--- config.mk ---
export PLATFORM = sky130hd
export DESIGN_NAME = scfg_strap_cfg
export DESIGN_NICKNAME = d
export VERILOG_FILES = /design/src/include/scfg_pkg.sv /design/src/include/scfg_key_if.sv /design/src/core/scfg_strap_cfg.sv /design/src/core/scfg_key_fsm.sv
export SDC_FILE = /design/constraint.sdc
export NUM_CORES = 1
export LEC_CHECK = 0
export BUFFER_PORTS_ARGS = -buffer_cell sky130_fd_sc_hd__clkbuf_2
export CORE_ASPECT_RATIO = 0.9
export CORE_MARGIN = 2
export CORE_UTILIZATION = 45
export DETAILED_ROUTE_END_ITERATION = 8
export SYNTH_ARGS = -nofsm -noshare
export SYNTH_HDL_FRONTEND = slang
export SYNTH_SLANG_ARGS = --single-unit
--- constraint.sdc ---
create_clock -name sys_clk_i -period 5.9 [get_ports sys_clk_i]
set_input_delay 0.59 -clock sys_clk_i [delete_from_list [all_inputs] [get_ports sys_clk_i]]
set_output_delay 0.59 -clock sys_clk_i [all_outputs]
set_load 0.01 [all_outputs]
--- src/include/scfg_pkg.sv ---
// Purpose: Shared constants and types for the strap configuration and unlock block
// Assumes: 10-bit I/O addresses, 8-bit I/O data
// Notes: Identity and revision values are parameters of the top module
package scfg_pkg;

    // Configuration port locations
    localparam logic [9:0] SCFG_SEL_PRI = 10'h3F0;
    localparam logic [9:0] SCFG_SEL_SEC = 10'h370;

    // Unlock and exit codes written to the select port
    localparam logic [7:0] SCFG_KEY_CODE = 8'h44;
    localparam logic [7:0] SCFG_EXIT_CODE = 8'hAA;

    // Parallel port bases by strap code 01, 10, 11
    localparam logic [9:0] SCFG_PAR_BASE_1 = 10'h3BC;
    localparam logic [9:0] SCFG_PAR_BASE_2 = 10'h378;
    localparam logic [9:0] SCFG_PAR_BASE_3 = 10'h278;
    localparam logic [3:0] SCFG_PAR_SPAN_1 = 4'h4;
    localparam logic [3:0] SCFG_PAR_SPAN = 4'h8;

    // Serial port bases
    localparam logic [9:0] SCFG_SER_3E8 = 10'h3E8;
    localparam logic [9:0] SCFG_SER_2F8 = 10'h2F8;
    localparam logic [9:0] SCFG_SER_3F8 = 10'h3F8;
    localparam logic [9:0] SCFG_SER_2E8 = 10'h2E8;
    localparam logic [3:0] SCFG_SER_SPAN = 4'h8;

    // Floppy and disk interface windows
    localparam logic [9:0] SCFG_FDC_PRI = 10'h3F0;
    localparam logic [9:0] SCFG_FDC_SEC = 10'h370;
    localparam logic [9:0] SCFG_IDE_PRI = 10'h1F0;
    localparam logic [9:0] SCFG_IDE_SEC = 10'h170;
    localparam logic [9:0] SCFG_IDE_PRI_AUX = 10'h3F6;
    localparam logic [9:0] SCFG_IDE_SEC_AUX = 10'h376;
    localparam logic [3:0] SCFG_UNIT_SPAN = 4'h8;
    localparam logic [3:0] SCFG_AUX_SPAN = 4'h2;

    // Configuration register indices and fields
    localparam logic [3:0] SCFG_IDX_FDC = 4'h0;
    localparam int SCFG_FDC_EN_BIT = 0;
    localparam int SCFG_FDC_SEC_BIT = 1;
    localparam logic [3:0] SCFG_IDX_MODE = 4'h1;
    localparam int SCFG_MODE2_BIT = 0;
    localparam logic [3:0] SCFG_IDX_ID = 4'hD;
    localparam logic [3:0] SCFG_IDX_REV = 4'hE;

    // Reset values
    localparam logic [7:0] SCFG_CR_RESET = 8'h00;
    localparam logic [3:0] SCFG_IDX_RESET = 4'h0;
    localparam logic [7:0] SCFG_RD_IDLE = 8'h00;

    // Cycles from reset release until strap samples have crossed the synchroniser
    localparam logic [1:0] SCFG_STRAP_SETTLE_CYC = 2'd2;

    typedef enum logic [2:0] {
        SCFG_KEY_IDLE = 3'b001,
        SCFG_KEY_ONE = 3'b010,
        SCFG_KEY_CFG = 3'b100
    } scfg_key_state_e;

    typedef struct packed {
        logic par_hi;
        logic par_lo;
        logic ecp;
        logic par_mode;
        logic sa_hi;
        logic sa_lo;
        logic sb_hi;
        logic sb_lo;
        logic ide_en;
        logic ide_addr;
        logic fen;
        logic faddr;
    } scfg_strap_s;

    localparam scfg_strap_s SCFG_STRAP_RESET = '0;

endpackage

--- src/include/scfg_key_if.sv ---
// Purpose: Carries host write events from the top to the unlock detector
// Assumes: One clock domain
// Notes: sel_hit is already qualified with the active select port
`timescale 1ns/1ps
interface scfg_key_if;
    logic wr_stb;
    logic sel_hit;
    logic [7:0] wr_data;
    logic cfg_mode;

    modport top (output wr_stb, output sel_hit, output wr_data, input cfg_mode);
    modport key (input wr_stb, input sel_hit, input wr_data, output cfg_mode);
endinterface

--- src/core/scfg_strap_cfg.sv ---
// Purpose: Strap sampling, unit address decode and configuration unlock of an I/O controller
// Assumes: Host I/O strobes are one cycle long and synchronous to sys_clk_i
// Notes: Strap options drive the units directly, except that register writes set the floppy unit while its enable strap is low
`timescale 1ns/1ps
module scfg_strap_cfg
    import scfg_pkg::*;
#(
    parameter logic [7:0] ID_VALUE = 8'h5A, // Arbitrary identity value
    parameter logic [7:0] REV_VALUE = 8'h01 // Arbitrary revision value
) (
    // Clock and reset
    input wire logic sys_clk_i,
    input wire logic rst_n_i,
    // Strap pins
    input wire logic par_addr_strap_hi_i,
    input wire logic par_addr_strap_lo_i,
    input wire logic extended_cap_strap_i,
    input wire logic par_mode_strap_i,
    input wire logic ser_a_strap_hi_i,
    input wire logic ser_a_strap_lo_i,
    input wire logic ser_b_strap_hi_i,
    input wire logic ser_b_strap_lo_i,
    input wire logic disk_if_enable_strap_i,
    input wire logic disk_if_addr_strap_i,
    input wire logic floppy_enable_strap_i,
    input wire logic floppy_addr_strap_i,
    // Host I/O port
    input wire logic [9:0] io_addr_i,
    input wire logic [7:0] io_wdata_i,
    input wire logic io_wr_i,
    input wire logic io_rd_i,
    output logic [7:0] io_rdata_o,
    output logic io_rack_o,
    // Unit selects for the current I/O cycle
    output logic par_cs_o,
    output logic ser_a_cs_o,
    output logic ser_b_cs_o,
    output logic disk_if_cs_o,
    output logic floppy_cs_o,
    // Resolved configuration
    output logic straps_valid_o,
    output logic par_en_o,
    output logic [9:0] par_base_o,
    output logic [1:0] par_mode_o,
    output logic ser_a_en_o,
    output logic [9:0] ser_a_base_o,
    output logic ser_b_en_o,
    output logic [9:0] ser_b_base_o,
    output logic disk_if_en_o,
    output logic disk_if_sec_o,
    output logic floppy_en_o,
    output logic floppy_sec_o,
    output logic data_rate_pins_oe_o,
    output logic floppy_mode2_ok_o,
    output logic floppy_mode2_sel_o,
    output logic [9:0] cfg_sel_port_o,
    output logic cfg_mode_o
);

    typedef struct packed {
        logic [1:0] settle_cnt;
        logic captured;
        scfg_strap_s strap_meta;
        scfg_strap_s strap_sync;
        scfg_strap_s strap;
        logic [15:0][7:0] cr;
        logic [3:0] index;
        logic [7:0] rdata;
        logic rack;
    } scfg_top_s;

    scfg_top_s st_r;
    scfg_top_s st_nxt;
    logic [1:0] rst_sync_r;
    logic rst_n_sync;
    scfg_strap_s strap_pins;
    logic [9:0] sel_port;
    logic sel_hit;
    logic data_hit;
    logic io_any;
    logic cfg_mode;

    scfg_key_if key_if ();

    function automatic logic in_range(input logic [9:0] addr, input logic [9:0] base,
                                      input logic [3:0] span);
        logic [9:0] off;
        off = addr - base;
        return (addr >= base) && (off < {6'd0, span});
    endfunction

    function automatic logic [9:0] ser_a_base(input logic [1:0] code);
        case (code)
            2'b01: return SCFG_SER_3E8;
            2'b10: return SCFG_SER_2F8;
            default: return SCFG_SER_3F8;
        endcase
    endfunction

    function automatic logic [9:0] ser_b_base(input logic [1:0] code);
        case (code)
            2'b01: return SCFG_SER_2E8;
            2'b10: return SCFG_SER_3F8;
            default: return SCFG_SER_2F8;
        endcase
    endfunction

    assign strap_pins = '{
        par_hi: par_addr_strap_hi_i, par_lo: par_addr_strap_lo_i,
        ecp: extended_cap_strap_i, par_mode: par_mode_strap_i,
        sa_hi: ser_a_strap_hi_i, sa_lo: ser_a_strap_lo_i,
        sb_hi: ser_b_strap_hi_i, sb_lo: ser_b_strap_lo_i,
        ide_en: disk_if_enable_strap_i, ide_addr: disk_if_addr_strap_i,
        fen: floppy_enable_strap_i, faddr: floppy_addr_strap_i
    };

    // Reset release goes through its own two stages; the rest runs on the copy.
    // Kept outside the state struct, which resets on this copy, so each has one driver
    always_ff @(posedge sys_clk_i or negedge rst_n_i) begin
        if (!rst_n_i) begin
            rst_sync_r <= 2'b00;
        end else begin
            rst_sync_r <= {rst_sync_r[0], 1'b1};
        end
    end
    assign rst_n_sync = rst_sync_r[1];

    // Select port moves to 370H only for floppy straps 01
    assign sel_port = (!st_r.strap.fen && st_r.strap.faddr) ? SCFG_SEL_SEC : SCFG_SEL_PRI;
    assign sel_hit = (io_addr_i == sel_port);
    assign data_hit = (io_addr_i == sel_port + 10'd1);
    assign io_any = io_wr_i || io_rd_i;

    assign key_if.wr_stb = io_wr_i && st_r.captured;
    assign key_if.sel_hit = sel_hit;
    assign key_if.wr_data = io_wdata_i;
    assign cfg_mode = key_if.cfg_mode;

    scfg_key_fsm u_key (
        .sys_clk_i(sys_clk_i),
        .rst_n_i(rst_n_sync),
        .key_if(key_if)
    );

    always_comb begin
        st_nxt = st_r;
        st_nxt.strap_meta = strap_pins;
        st_nxt.strap_sync = st_r.strap_meta;
        st_nxt.rack = 1'b0;
        st_nxt.rdata = SCFG_RD_IDLE;
        // Sample once, after the synchroniser has filled, then freeze
        if (!st_r.captured) begin
            if (st_r.settle_cnt == SCFG_STRAP_SETTLE_CYC) begin
                st_nxt.strap = st_r.strap_sync;
                st_nxt.captured = 1'b1;
            end else begin
                st_nxt.settle_cnt = st_r.settle_cnt + 2'd1;
            end
        end
        // Index and register access only while unlocked
        if (io_wr_i && cfg_mode) begin
            if (sel_hit && io_wdata_i != SCFG_EXIT_CODE && io_wdata_i[7:4] == 4'h0) begin
                st_nxt.index = io_wdata_i[3:0];
            end else if (data_hit && st_r.index != SCFG_IDX_ID
                         && st_r.index != SCFG_IDX_REV) begin
                st_nxt.cr[st_r.index] = io_wdata_i;
            end
        end
        if (io_rd_i && cfg_mode && (sel_hit || data_hit)) begin
            st_nxt.rack = 1'b1;
            if (sel_hit) begin
                st_nxt.rdata = {4'h0, st_r.index};
            end else if (st_r.index == SCFG_IDX_ID) begin
                st_nxt.rdata = ID_VALUE;
            end else if (st_r.index == SCFG_IDX_REV) begin
                st_nxt.rdata = REV_VALUE;
            end else begin
                st_nxt.rdata = st_r.cr[st_r.index];
            end
        end
    end

    always_ff @(posedge sys_clk_i or negedge rst_n_sync) begin
        if (!rst_n_sync) begin
            st_r.settle_cnt <= 2'd0;
            st_r.captured <= 1'b0;
            st_r.strap_meta <= SCFG_STRAP_RESET;
            st_r.strap_sync <= SCFG_STRAP_RESET;
            st_r.strap <= SCFG_STRAP_RESET;
            st_r.cr <= {16{SCFG_CR_RESET}};
            st_r.index <= SCFG_IDX_RESET;
            st_r.rdata <= SCFG_RD_IDLE;
            st_r.rack <= 1'b0;
        end else begin
            st_r.settle_cnt <= st_nxt.settle_cnt;
            st_r.captured <= st_nxt.captured;
            st_r.strap_meta <= st_nxt.strap_meta;
            st_r.strap_sync <= st_nxt.strap_sync;
            st_r.strap <= st_nxt.strap;
            st_r.cr <= st_nxt.cr;
            st_r.index <= st_nxt.index;
            st_r.rdata <= st_nxt.rdata;
            st_r.rack <= st_nxt.rack;
        end
    end

    // Parallel port: base and mode come only from straps
    always_comb begin
        par_en_o = st_r.captured && (st_r.strap.par_hi || st_r.strap.par_lo);
        case ({st_r.strap.par_hi, st_r.strap.par_lo})
            2'b01: par_base_o = SCFG_PAR_BASE_1;
            2'b10: par_base_o = SCFG_PAR_BASE_2;
            default: par_base_o = SCFG_PAR_BASE_3;
        endcase
    end
    // 00 printer, 01 EPP, 10 ECP, 11 ECP plus EPP
    assign par_mode_o = {st_r.strap.ecp, st_r.strap.par_mode};

    // Serial ports
    assign ser_a_en_o = st_r.captured && (st_r.strap.sa_hi || st_r.strap.sa_lo);
    assign ser_a_base_o = ser_a_base({st_r.strap.sa_hi, st_r.strap.sa_lo});
    assign ser_b_en_o = st_r.captured && (st_r.strap.sb_hi || st_r.strap.sb_lo);
    assign ser_b_base_o = ser_b_base({st_r.strap.sb_hi, st_r.strap.sb_lo});

    // Disk interface: code 01 is reserved and treated as disabled
    assign disk_if_en_o = st_r.captured && st_r.strap.ide_en;
    assign disk_if_sec_o = st_r.strap.ide_addr;

    // Floppy: straps win when enabled, otherwise configuration registers decide
    assign floppy_en_o = st_r.captured && (st_r.strap.fen
                         || st_r.cr[SCFG_IDX_FDC][SCFG_FDC_EN_BIT]);
    assign floppy_sec_o = st_r.strap.fen ? st_r.strap.faddr
                          : st_r.cr[SCFG_IDX_FDC][SCFG_FDC_SEC_BIT];
    assign data_rate_pins_oe_o = st_r.captured && st_r.strap.fen;
    assign floppy_mode2_ok_o = st_r.captured && !st_r.strap.fen;
    assign floppy_mode2_sel_o = floppy_mode2_ok_o
                                && st_r.cr[SCFG_IDX_MODE][SCFG_MODE2_BIT];

    // Unit selects: a disabled unit never sees its cycle
    assign par_cs_o = io_any && par_en_o && in_range(io_addr_i, par_base_o,
                      (par_base_o == SCFG_PAR_BASE_1) ? SCFG_PAR_SPAN_1 : SCFG_PAR_SPAN);
    assign ser_a_cs_o = io_any && ser_a_en_o
                        && in_range(io_addr_i, ser_a_base_o, SCFG_SER_SPAN);
    assign ser_b_cs_o = io_any && ser_b_en_o
                        && in_range(io_addr_i, ser_b_base_o, SCFG_SER_SPAN);
    assign disk_if_cs_o = io_any && disk_if_en_o && (disk_if_sec_o
        ? (in_range(io_addr_i, SCFG_IDE_SEC, SCFG_UNIT_SPAN)
           || in_range(io_addr_i, SCFG_IDE_SEC_AUX, SCFG_AUX_SPAN))
        : (in_range(io_addr_i, SCFG_IDE_PRI, SCFG_UNIT_SPAN)
           || in_range(io_addr_i, SCFG_IDE_PRI_AUX, SCFG_AUX_SPAN)));
    assign floppy_cs_o = io_any && floppy_en_o && in_range(io_addr_i,
        floppy_sec_o ? SCFG_FDC_SEC : SCFG_FDC_PRI, SCFG_UNIT_SPAN);

    assign straps_valid_o = st_r.captured;
    assign cfg_sel_port_o = sel_port;
    assign cfg_mode_o = cfg_mode;
    assign io_rdata_o = st_r.rdata;
    assign io_rack_o = st_r.rack;

endmodule // scfg_strap_cfg

--- src/core/scfg_key_fsm.sv ---
// Purpose: Unlock sequence detector for configuration mode
// Assumes: Write strobes are one cycle long and synchronous to sys_clk_i
// Notes: Reads never disturb the sequence, only writes do
`timescale 1ns/1ps
module scfg_key_fsm
    import scfg_pkg::*;
(
    // Clock and reset
    input wire logic sys_clk_i,
    input wire logic rst_n_i,
    // Host write events
    scfg_key_if.key key_if
);

    typedef struct packed {
        scfg_key_state_e state;
    } scfg_key_s;

    scfg_key_s st_r;
    scfg_key_s st_nxt;

    always_comb begin
        st_nxt = st_r;
        if (key_if.wr_stb) begin
            case (st_r.state)
                SCFG_KEY_IDLE: begin
                    if (key_if.sel_hit && key_if.wr_data == SCFG_KEY_CODE) begin
                        st_nxt.state = SCFG_KEY_ONE;
                    end
                end
                SCFG_KEY_ONE: begin
                    // Any other write, anywhere, breaks the pair
                    if (key_if.sel_hit && key_if.wr_data == SCFG_KEY_CODE) begin
                        st_nxt.state = SCFG_KEY_CFG;
                    end else begin
                        st_nxt.state = SCFG_KEY_IDLE;
                    end
                end
                SCFG_KEY_CFG: begin
                    if (key_if.sel_hit && key_if.wr_data == SCFG_EXIT_CODE) begin
                        st_nxt.state = SCFG_KEY_IDLE;
                    end
                end
                default: begin
                    st_nxt.state = SCFG_KEY_IDLE;
                end
            endcase
        end
    end

    always_ff @(posedge sys_clk_i or negedge rst_n_i) begin
        if (!rst_n_i) begin
            st_r.state <= SCFG_KEY_IDLE;
        end else begin
            st_r <= st_nxt;
        end
    end

    assign key_if.cfg_mode = (st_r.state == SCFG_KEY_CFG);

endmodule // scfg_key_fsm

==> results of run 1 <==
worst max-delay path, stage by stage (launching register included):
cell and delay, ps:
sky130_fd_sc_hd__dfrtp_1 360, sky130_fd_sc_hd__inv_1 80, sky130_fd_sc_hd__ha_1 310, sky130_fd_sc_hd__inv_1 100, sky130_fd_sc_hd__ha_1 350, sky130_fd_sc_hd__a21oi_1 160
sky130_fd_sc_hd__mux2i_1 80, sky130_fd_sc_hd__or4_1 500, sky130_fd_sc_hd__a2111oi_0 380, sky130_fd_sc_hd__clkbuf_2 210
path summary, 6_finish.rpt:
kind	startpoint	to	slack, ps	cells after the start
max	st_r[152]$_DFFE_PN0P_	par_cs_o	2330	9
min	par_addr_strap_lo_i	st_nxt[163]$_DFF_PN0_	260	1
max reg2reg	st_r[142]$_DFFE_PN0P_	st_r[55]$_DFFE_PN0P_	2950	5
min reg2reg	st_nxt[160]$_DFF_PN0_	st_r[160]$_DFF_PN0_	350	0
max in group asynchronous	rst_sync_r[1]$_DFF_PN0_	st_r[70]$_DFFE_PN0P_	4030	1
min in group asynchronous	rst_sync_r[1]$_DFF_PN0_	straps_valid_o$_DFF_PN0_	400	0
per-stage QoR:
| step | std cells | hold WS, ps | instance area (um2) |
|---|---|---|---|
| after CTS | 951 | 243 | 9710 |
| after floorplan | 675 | 294 | 8920 |
| final | 951 | 258 | 9710 |
| after global routing | 951 | 246 | 9710 |
| after detailed placement | 918 | 335 | 9160 |
| after global placement | 918 | 333 | 9160 |
registers in the layout, indices dropped and copies added (netlist names):
name	flops
st_r	148
io_rdata_o	8
straps_valid_o	1
disk_if_sec_o	1
rst_sync_r	2
io_rack_o	1
u_key.st_r	3
par_mode_o	2
st_nxt	12
power breakdown:
part	total [mW]	leakage (nW)	internal, mW	switching, mW
combinational	0.135	1.94	0.0418	0.0936
sequential	1.25	2.38	1.23	0.0133
clock	1.04	0.268	0.554	0.481
final cells by class:
cell class              count  share of cell area
clock buffers              18              0.0452
clock inverters            14              0.0111
inverters                  20             0.00773
multi-input cells         393               0.402
flip-flops and latches    178               0.459
well taps                 250              0.0322
repair buffers             78              0.0425
placed cells by master (no fill, tap or decap), types with 12 or more instances in the layout:
cell type and n:
sky130_fd_sc_hd__nor2b_1 12, sky130_fd_sc_hd__a21oi_1 12, sky130_fd_sc_hd__conb_1 32, sky130_fd_sc_hd__dfrtp_1 175
sky130_fd_sc_hd__nor4_4 14, sky130_fd_sc_hd__nand2_1 19, sky130_fd_sc_hd__clkbuf_2 70, sky130_fd_sc_hd__inv_1 20
sky130_fd_sc_hd__ha_1 18, sky130_fd_sc_hd__clkbuf_16 17, sky130_fd_sc_hd__mux2_2 126, sky130_fd_sc_hd__mux4_2 29
timing repair:
action,in CTS,in global routing
setup buffers,0,0
hold buffers,1,0
endpoints found under the hold margin,2,0
cell families after synthesis:
group                      Yosys count  synth area share
xor gates and xnor gates             5           0.00497
DFF                                178             0.506
muxes                              167             0.250
buffers and inverters              104            0.0640
adders and majority gates           20            0.0301
AOI/OAI and AO/OA                   57            0.0447
other                                2          0.000852
and+or+nand+nor                    112             0.100
routing by layer:
metal	up-vias	part of all wire	track usage
li1	2350	-	-
met1	2714	0.45	0.275
met2	119	0.48	0.313
met3	14	0.054	0.0400
met4	0	0.012	0.0535
met5	-	0	0
==> metrics.log, run 1 <==
INFO  metric hold_class = in -> reg
INFO  metric vias = about 5.2k
INFO  metric synth.ff_latch_count = 178
INFO  metric relSlewSlack = 0.379
INFO  metric yosys_most_used_dff = sky130_fd_sc_hd__dfrtp_1
INFO  metric end_kind = output port
INFO  metric finalPower = roughly 2.4 mW
INFO  metric synth.cell_area = 8810 um2
INFO  metric post-route-drc-count = 0
INFO  metric die_height = 137 um
INFO  metric numPortBuffers = 70
INFO  metric critical_path_arrival = roughly 3000 ps
INFO  metric power_per_cell_area = roughly 250 nW/um2
INFO  metric period_utilization = 0.604
INFO  metric post-synth-top-count-cell = sky130_fd_sc_hd__dfrtp_1
INFO  metric drt-vias-per-instance = between 5 and 6
INFO  metric final.setup.tns = 0 ps
INFO  metric status = completed
INFO  metric final_max_slew_viol_count = 0
INFO  metric area_of_the_die = between 20000 and 25000 um2
INFO  metric antenna_left = 0
INFO  metric post_layout_worst_setup_margin = 2330 ps
INFO  metric total_clock_buffers_created_by_cts = 17
INFO  metric timing.final.crit_period = roughly 3600 ps
INFO  metric timing_worst_slew_pin_value = just over 900 ps
INFO  metric rsz0062_at_grt = false
INFO  metric drt-wirelength-per-cell = ~20 um
INFO  metric cts.path.max_buffers = 2
INFO  metric syn-instance-count = between 600 and 700
INFO  metric route.final.wire_length = approximately 19000 um
INFO  metric cap_viol_max_count = 0
INFO  metric clock_sink_count = about 180
INFO  metric synth_warnings = 0
INFO  metric timing.fmax = between 0.2 and 0.3 GHz
INFO  metric synth-edff-count = 0
INFO  metric path_max_fanout = 7
INFO  metric postSynth.asyncResetShare = 1.00
INFO  metric netlist_top_cells_area = sky130_fd_sc_hd__dfrtp_1 (50%), sky130_fd_sc_hd__mux2_2 (16%), sky130_fd_sc_hd__mux4_2 (7.4%)
INFO  metric detailed_place_hpwl = ~13000 um
INFO  metric clkSlewWorstSetupHoldPaths = approximately 70 ps
INFO  metric ys_top_cells_by_count = sky130_fd_sc_hd__dfrtp_1 (177), sky130_fd_sc_hd__mux2_2 (126), sky130_fd_sc_hd__buf_4 (43), sky130_fd_sc_hd__clkbuf_1 (31), sky130_fd_sc_hd__mux4_2 (29)
INFO  metric floorplan.io_pins = roughly 100
INFO  metric areaGrowthSynthToFinish = 10.2%
INFO  metric setup_viol_count_final = 0
INFO  metric synthesis.area_per_instance = around 14 um2
INFO  metric grtUsageTotal = 0.196
INFO  metric synthDistinctLibCells = around 60
INFO  metric cts_root_buf = sky130_fd_sc_hd__clkbuf_16
INFO  metric clock_tree_from_tritoncts = built
INFO  metric critPathRequiredTime = ~5300 ps
INFO  metric synth_top_area_frac = 0.503
INFO  metric antenna_cells_inserted = 0
INFO  metric yosysSeqAreaShare = 0.506
INFO  metric ff_latch_area = 4460 um2
INFO  metric finalNetCount = between 700 and 800
INFO  metric synth_largest_area_cell = sky130_fd_sc_hd__dfrtp_1
INFO  metric htree_num_levels = 4
INFO  metric grt_pass1_wl = between 30000 and 40000 um
INFO  metric drt_pass1_iterations = 4
INFO  metric p_leak = roughly 4.6 nW
INFO  metric number_of_filler_instances_in_the_final_layout = around 1.7k
INFO  metric worst_setup_path_start_kind = flop
INFO  metric gp_congestion = roughly 0.83
INFO  metric first_global_vias = 5528
INFO  metric multi_input_area = about 3900 um2
INFO  metric die_outline_width = around 150 um
INFO  metric starting_drt_drc_count = between 200 and 300
INFO  metric cts_resized = 0
INFO  metric insertion_delay = around 430 ps
INFO  metric antenna_found_initial = 1
INFO  metric design.core.area = a little under 20000 um2
INFO  metric hold_violations = 0
INFO  metric grt_remaining_overflow = 0
INFO  metric starting_utilization_of_the_core_area = 0.459
INFO  metric core.rowCount = 48
INFO  metric clock-skew-final = 12.9 ps
INFO  metric ir_drop = 172 uV
INFO  metric dp_slack = approximately 2600 ps
INFO  metric grt_start_max_net_pins = between 70 and 80
INFO  metric utilization = 0.505
INFO  metric post_route_cells_drive_above_1_share = 0.414
INFO  metric worst-setup-path-type = reg -> out
Note: power is estimated with default switching activity, not from simulation.
==> inputs of run 2 (changes only) <==
Settings changed: PLACE_DENSITY set to 0.67.
Clock period 5.9 ns to 3.2 ns, I/O delays scaled along.
==> metrics.log, run 2 (synthesized netlist as in run 1, its figures left out) <==
INFO  metric vias = 5464 (was 5197)
INFO  metric status = completed (unchanged)
INFO  metric worst_setup_path_start_kind = flop (unchanged)
INFO  metric critPathSlowestCell = sky130_fd_sc_hd__or4_1 (unchanged)
INFO  metric critPathBufInv = 3 (unchanged)
INFO  metric starting_utilization_of_the_core_area = 0.459 (unchanged)
INFO  metric drt-vias-per-instance = 5.55 (was 5.46)
INFO  metric p_leak = 4.77 nW (was 4.59 nW)
INFO  metric antenna_left = 0 (unchanged)
INFO  metric areaGrowthSynthToFinish = 14.2% (was 10.2%)
INFO  metric fin_area = 10100 um2 (was 9710 um2)
INFO  metric end_kind = output port (unchanged)
INFO  metric starting_drt_drc_count = 343 (was 255)
INFO  metric grt_remaining_overflow = 0 (unchanged)
INFO  metric regToRegStartpoint = st_r[142]$_DFFE_PN0P_ (unchanged)
INFO  metric post_route_cells_drive_above_1_share = 0.430 (was 0.414)
INFO  metric insertion_delay = 440 ps (was 430 ps)
INFO  metric grt_start_max_net_pins = 60 (was 76)
INFO  metric clock_tree_from_tritoncts = built (unchanged)
INFO  metric drt-wirelength-per-cell = 19.9 um (about the same)
INFO  metric rsz0062_at_grt = false (unchanged)
INFO  metric core.rowCount = 48 (unchanged)
INFO  metric post-route-drc-count = 0 (unchanged)
INFO  metric die_height = 137 um (unchanged)
INFO  metric regMostFlops = st_r (unchanged)
INFO  metric relSlewSlack = 0.419 (was 0.379)
INFO  metric gp_congestion = 0.868 (was 0.834)
INFO  metric clock_sink_count = 178 (unchanged)
INFO  metric clkSlewWorstSetupHoldPaths = 70 ps (about the same)
INFO  metric drt_pass1_iterations = 7 (was 4)
INFO  metric design.core.area = 19200 um2 (unchanged)
INFO  metric grt_pass1_wl = 31700 um (was 30500 um)
INFO  metric ir_drop = 306 uV (was 172 uV)
INFO  metric cts.path.max_buffers = 2 (unchanged)
INFO  metric hold_class = in -> async (was in -> reg)
INFO  metric largest_register_ff_count = 148 (unchanged)
INFO  metric antenna_found_initial = 0 (was 1)
INFO  metric htree_num_levels = 4 (unchanged)
INFO  metric antenna_cells_inserted = 0 (unchanged)
INFO  metric worst-setup-path-type = reg -> out (unchanged)
INFO  metric timing_worst_slew_pin_value = 865 ps (was 932 ps)
INFO  metric timing.fmax = ~0.32 GHz
INFO  metric critical_path_arrival = 2760 ps (was 2980 ps)
INFO  metric layout.cells.most_common = sky130_fd_sc_hd__dfrtp_1 (unchanged)
INFO  metric numPortBuffers = 70 (unchanged)
INFO  metric cap_viol_max_count = 0 (unchanged)
INFO  metric placedCellCount = 939 (was 918)
INFO  metric finish.cell_count_without_fillers = 985 (was 951)
INFO  metric total_clock_buffers_created_by_cts = 17 (unchanged)
INFO  metric cp_cell_sequence = buf_4, ha_4, inv_1, ha_1, a21oi_1, mux2i_1, or4_1, a2111oi_2, buf_2 (was inv_1, ha_1, inv_1, ha_1, a21oi_1, mux2i_1, or4_1, a2111oi_0, clkbuf_2)
INFO  metric final_cell_mix = sky130_fd_sc_hd__dfrtp_1 (175), sky130_fd_sc_hd__mux2_2 (126), sky130_fd_sc_hd__clkbuf_2 (69), sky130_fd_sc_hd__conb_1 (32), sky130_fd_sc_hd__mux4_2 (29) (was sky130_fd_sc_hd__dfrtp_1 (175), sky130_fd_sc_hd__mux2_2 (126), sky130_fd_sc_hd__clkbuf_2 (70), sky130_fd_sc_hd__conb_1 (32), sky130_fd_sc_hd__mux4_2 (29))
INFO  metric timing.final.crit_period = between 3000 and 4000 ps
INFO  metric finalNetCount = 776 (was 742)
INFO  metric final.setup.tns = 0 ps (unchanged)
INFO  metric period_utilization = 0.964
INFO  metric power_per_cell_area = 452 nW/um2 (was 249 nW/um2)
INFO  metric route.final.wire_length = 19600 um (was 18900 um)
INFO  metric grtUsageTotal = 0.205 (was 0.196)
INFO  metric floorplan.io_pins = 102 (unchanged)
INFO  metric crit_family = simple AND/OR/NAND/NOR gates (was adder cells)
INFO  metric die_outline_width = 152 um (unchanged)
INFO  metric area_of_the_die = 20700 um2 (unchanged)
INFO  metric detailed_place_hpwl = 13300 um (was 13000 um)
INFO  metric clock-skew-final = 7.53 ps (was 12.9 ps)
INFO  metric placement.cell_area = 9340 um2 (was 9160 um2)
INFO  metric first_global_vias = 5781 (was 5528)
INFO  metric critPathRequiredTime = 2880 ps (was 5310 ps)
INFO  metric cp-startpoint = st_r[151]$_DFFE_PN0P_ (was st_r[152]$_DFFE_PN0P_)
INFO  metric cts_root_buf = sky130_fd_sc_hd__clkbuf_16 (unchanged)
INFO  metric worst_path_largest_cell_delay = 530 ps (was 500 ps)
INFO  metric hold_violations = 0 (unchanged)
INFO  metric path_max_fanout = 7 (unchanged)
INFO  metric setup_viol_count_final = 0 (unchanged)
INFO  metric final_max_slew_viol_count = 0 (unchanged)
-- run 2: cell types whose count changed in the layout (fill, tap and decap cells not counted), sizes merged --
cell,previous run,this run
clkbuf,88,86
buf,7,30
dlygate4sd3,1,13
clkinv,9,3
inv,23,30
-- run 2: metrics by stage --
stage	setup slack (ps)	total power [mW]	hold slack, ps	util
2_1_floorplan	261	2.52	24.4	-
3_3_place_gp	529	2.58	107	0.486
3_5_place_dp	406	2.60	109	0.486
4_1_cts	2.84	4.59	175	0.522
5_1_grt	22.1	4.74	185	0.524
6_report	115	4.55	187	0.524
-- run 2: power by group --
group / switching (mW) / total [mW] / internal, mW
clock network: 0.947 / 1.98 / 1.03
registers: 0.0246 / 2.30 / 2.27
logic: 0.181 / 0.277 / 0.0958
total: 1.15 / 4.55 / 3.40
-- run 2: area by class of cell --
type / instances / area (um2)
fillers: 1607 / 9160
flip-flops and latches: 178 / 4460
multi-input cells: 393 / 3930
repair buffers: 112 / 723
clock buffers: 17 / 425
well taps: 250 / 313
clock inverters: 15 / 136
inverters: 20 / 75.1
-- run 2: routing by layer --
metal | vias to the layer above | GRT usage | share of wire
li1 | 2431 | - | -
met1 | 2870 | 0.273 | 0.44
met2 | 140 | 0.340 | 0.51
met3 | 23 | 0.0363 | 0.036
met4 | 0 | 0.0705 | 0.017
met5 | - | 0 | 0
-- run 2: final timing paths --
check                                                to  slack [ps]  cells past startpoint
worst min register to register      st_r[164]$_DFF_PN0_         350                      0
max in group asynchronous         st_r[108]$_DFFE_PN0P_        1850                      1
min in group sys_clk_i          io_rdata_o[1]$_DFF_PN0_         240                      2
worst min-delay path            rst_sync_r[1]$_DFF_PN0_         190                      2
worst max register to register     st_r[15]$_DFFE_PN0P_         540                      5
worst max-delay path                           par_cs_o         120                      9
-- run 2: repair_timing --
action                                  4_1_cts  5_1_grt
setup buffers                                 0        1
endpoints found under the setup margin        1        1
hold endpoints to repair                     14        0
hold buffers                                 13        0
pin swaps                                     0        0
resized for setup                             1        6
==> inputs of run 3 (changes only) <==
Settings changed: PLACE_DENSITY 0.67 to unset.
Clock period 3.2 ns to 3.6 ns, I/O delays scaled along.
==> metrics.log, run 3 (synthesized netlist as in run 1, its figures left out) <==
INFO  metric status = completed (unchanged)
INFO  metric post_layout_worst_setup_margin = 303 ps (was 115 ps)
INFO  metric clock_sink_count = 178 (unchanged)
INFO  metric total_clock_buffers_created_by_cts = 17 (unchanged)
INFO  metric timing.fmax = approximately 0.3 GHz
INFO  metric grt_pass1_wl = 30400 um (was 31700 um)
INFO  metric finalPower = 4.09 mW (was 4.55 mW)
INFO  metric largest_register_ff_count = 148 (unchanged)
INFO  metric die_height = 137 um (unchanged)
INFO  metric regMostFlops = st_r (unchanged)
INFO  metric grt_start_max_net_pins = 62 (was 60)
INFO  metric worst-setup-path-type = reg -> out (unchanged)
INFO  metric numPortBuffers = 70 (unchanged)
INFO  metric final_max_slew_viol_count = 0 (unchanged)
INFO  metric design.core.area = 19200 um2 (unchanged)
INFO  metric post_route_cells_drive_above_1_share = 0.424 (was 0.430)
INFO  metric final.setup.tns = 0 ps (unchanged)
INFO  metric vias = 5373 (was 5464)
INFO  metric rsz0062_at_grt = false (unchanged)
INFO  metric starting_drt_drc_count = 302 (was 343)
INFO  metric drt-vias-per-instance = 5.57 (was 5.55)
INFO  metric route.final.wire_length = 18700 um (was 19600 um)
INFO  metric clkSlewWorstSetupHoldPaths = 70 ps (about the same)
INFO  metric antenna_left = 0 (unchanged)
INFO  metric final_cell_mix = sky130_fd_sc_hd__dfrtp_1 (175), sky130_fd_sc_hd__mux2_2 (126), sky130_fd_sc_hd__clkbuf_2 (70), sky130_fd_sc_hd__conb_1 (32), sky130_fd_sc_hd__mux4_2 (29) (was sky130_fd_sc_hd__dfrtp_1 (175), sky130_fd_sc_hd__mux2_2 (126), sky130_fd_sc_hd__clkbuf_2 (69), sky130_fd_sc_hd__conb_1 (32), sky130_fd_sc_hd__mux4_2 (29))
INFO  metric layout.cells.most_common = sky130_fd_sc_hd__dfrtp_1 (unchanged)
INFO  metric power_per_cell_area = 415 nW/um2 (was 452 nW/um2)
INFO  metric post_cts.repair.setup_buffers = 0 (unchanged)
INFO  metric ctsHoldBuffers = 1 (was 13)
INFO  metric clock-skew-final = 11.9 ps (was 7.53 ps)
INFO  metric grt_remaining_overflow = 0 (unchanged)
INFO  metric cts.path.max_buffers = 2 (unchanged)
INFO  metric htree_num_levels = 4 (unchanged)
INFO  metric critPathRequiredTime = 3240 ps (was 2880 ps)
INFO  metric detailed_place_hpwl = 13200 um (was 13300 um)
INFO  metric period_utilization = 0.916
INFO  metric cp_cell_sequence = inv_1, ha_1, inv_1, ha_1, a21oi_1, mux2i_1, or4_1, a2111oi_0, clkbuf_2 (was buf_4, ha_4, inv_1, ha_1, a21oi_1, mux2i_1, or4_1, a2111oi_2, buf_2)
INFO  metric p_leak = 4.68 nW (was 4.77 nW)
INFO  metric fin_area = 9860 um2 (was 10100 um2)
INFO  metric core.rowCount = 48 (unchanged)
INFO  metric worst_setup_path_start_kind = flop (unchanged)
INFO  metric post-route-drc-count = 0 (unchanged)
INFO  metric ir_drop = 266 uV (was 306 uV)
INFO  metric die_outline_width = 152 um (unchanged)
INFO  metric area_of_the_die = 20700 um2 (unchanged)
INFO  metric cap_viol_max_count = 0 (unchanged)
INFO  metric worst_path_largest_cell_delay = 520 ps (was 530 ps)
INFO  metric placement.cell_area = 9270 um2 (was 9340 um2)
INFO  metric insertion_delay = 430 ps (was 440 ps)
INFO  metric path_max_fanout = 7 (unchanged)
INFO  metric end_kind = output port (unchanged)
INFO  metric antenna_cells_inserted = 0 (unchanged)
INFO  metric finalNetCount = 755 (was 776)
INFO  metric relSlewSlack = 0.380 (was 0.419)
INFO  metric critPathSlowestCell = sky130_fd_sc_hd__or4_1 (unchanged)
INFO  metric grtUsageTotal = 0.195 (was 0.205)
INFO  metric number_of_filler_instances_in_the_final_layout = 1656 (was 1607)
INFO  metric hold_class = in -> reg (was in -> async)
INFO  metric dp_slack = 685 ps (was 406 ps)
INFO  metric antenna_found_initial = 0 (unchanged)
INFO  metric drt_pass1_iterations = 5 (was 7)
INFO  metric setup_viol_count_final = 0 (unchanged)
INFO  metric gp_congestion = 0.838 (was 0.868)
INFO  metric cts_resized = 0 (was 1)
INFO  metric critical_path_arrival = 2940 ps (was 2760 ps)
INFO  metric areaGrowthSynthToFinish = 11.9% (was 14.2%)
INFO  metric hold_violations = 0 (unchanged)
INFO  metric utilization = 0.513 (was 0.524)
INFO  metric timing_worst_slew_pin_value = 928 ps (was 865 ps)
INFO  metric timing.final.crit_period = approximately 3300 ps
INFO  metric cts_root_buf = sky130_fd_sc_hd__clkbuf_16 (unchanged)
INFO  metric clock_tree_from_tritoncts = built (unchanged)
INFO  metric first_global_vias = 5602 (was 5781)
INFO  metric floorplan.io_pins = 102 (unchanged)
INFO  metric starting_utilization_of_the_core_area = 0.459 (unchanged)
INFO  metric drt-wirelength-per-cell = 19.4 um (was 19.9 um)
run 3: worst max-delay path, delay by kind of cell (launching register included):
family                   cells  cell delay, ps
adder cells (fa/ha/maj)      2             650
buffers and inverters        3             390
flip-flops                   1             360
AO/OA/AOI/OAI                2             510
AND/OR/NAND/NOR              1             520
multiplexers                 1              90
run 3: final timing paths:
check / startpoint / to / slack (ps) / depth (start not counted)
setup / recovery: st_r[152]$_DFFE_PN0P_ / par_cs_o / 300 / 9
hold / removal: floppy_enable_strap_i / st_nxt[154]$_DFF_PN0_ / 30 / 1
setup reg to reg: st_r[142]$_DFFE_PN0P_ / st_r[83]$_DFFE_PN0P_ / 770 / 5
hold reg to reg: st_nxt[158]$_DFF_PN0_ / st_r[158]$_DFF_PN0_ / 340 / 0
max in group asynchronous: rst_sync_r[1]$_DFF_PN0_ / st_r[136]$_DFFE_PN0P_ / 2170 / 1
min in group asynchronous: rst_n_i / rst_sync_r[1]$_DFF_PN0_ / 240 / 2
run 3: final cells by class:
cell class                      count  area, um2  share of cell area
Multi-Input combinational cell    393       3910               0.396
Sequential cell                   178       4460               0.452
Clock buffer                       17        425              0.0431
Inverter                           20       75.1             0.00761
Timing Repair Buffer               91        523              0.0530
Tap cell                          250        313              0.0317
Clock inverter                     15        161              0.0164
run 3: routing by layer:
metal / track usage / vias up / wire, um
met5: 0 / - / 0
met4: 0.0607 / 0 / 368
met3: 0.0437 / 26 / 803
met2: 0.306 / 137 / 8930
met1: 0.271 / 2838 / 8620
li1: - / 2372 / -
run 3: stage by stage:
stage	hold slack (ps)	std cells
after global placement	144	931
after global routing	5.99	964
after detailed placement	148	931
after floorplan	64.4	675
final	31.1	964
after CTS	11.1	964
run 3: where the power goes:
part	total [mW]	switching (mW)	internal (mW)
combinational	0.224	0.153	0.0713
sequential	2.04	0.0224	2.02
clock	1.83	0.842	0.986
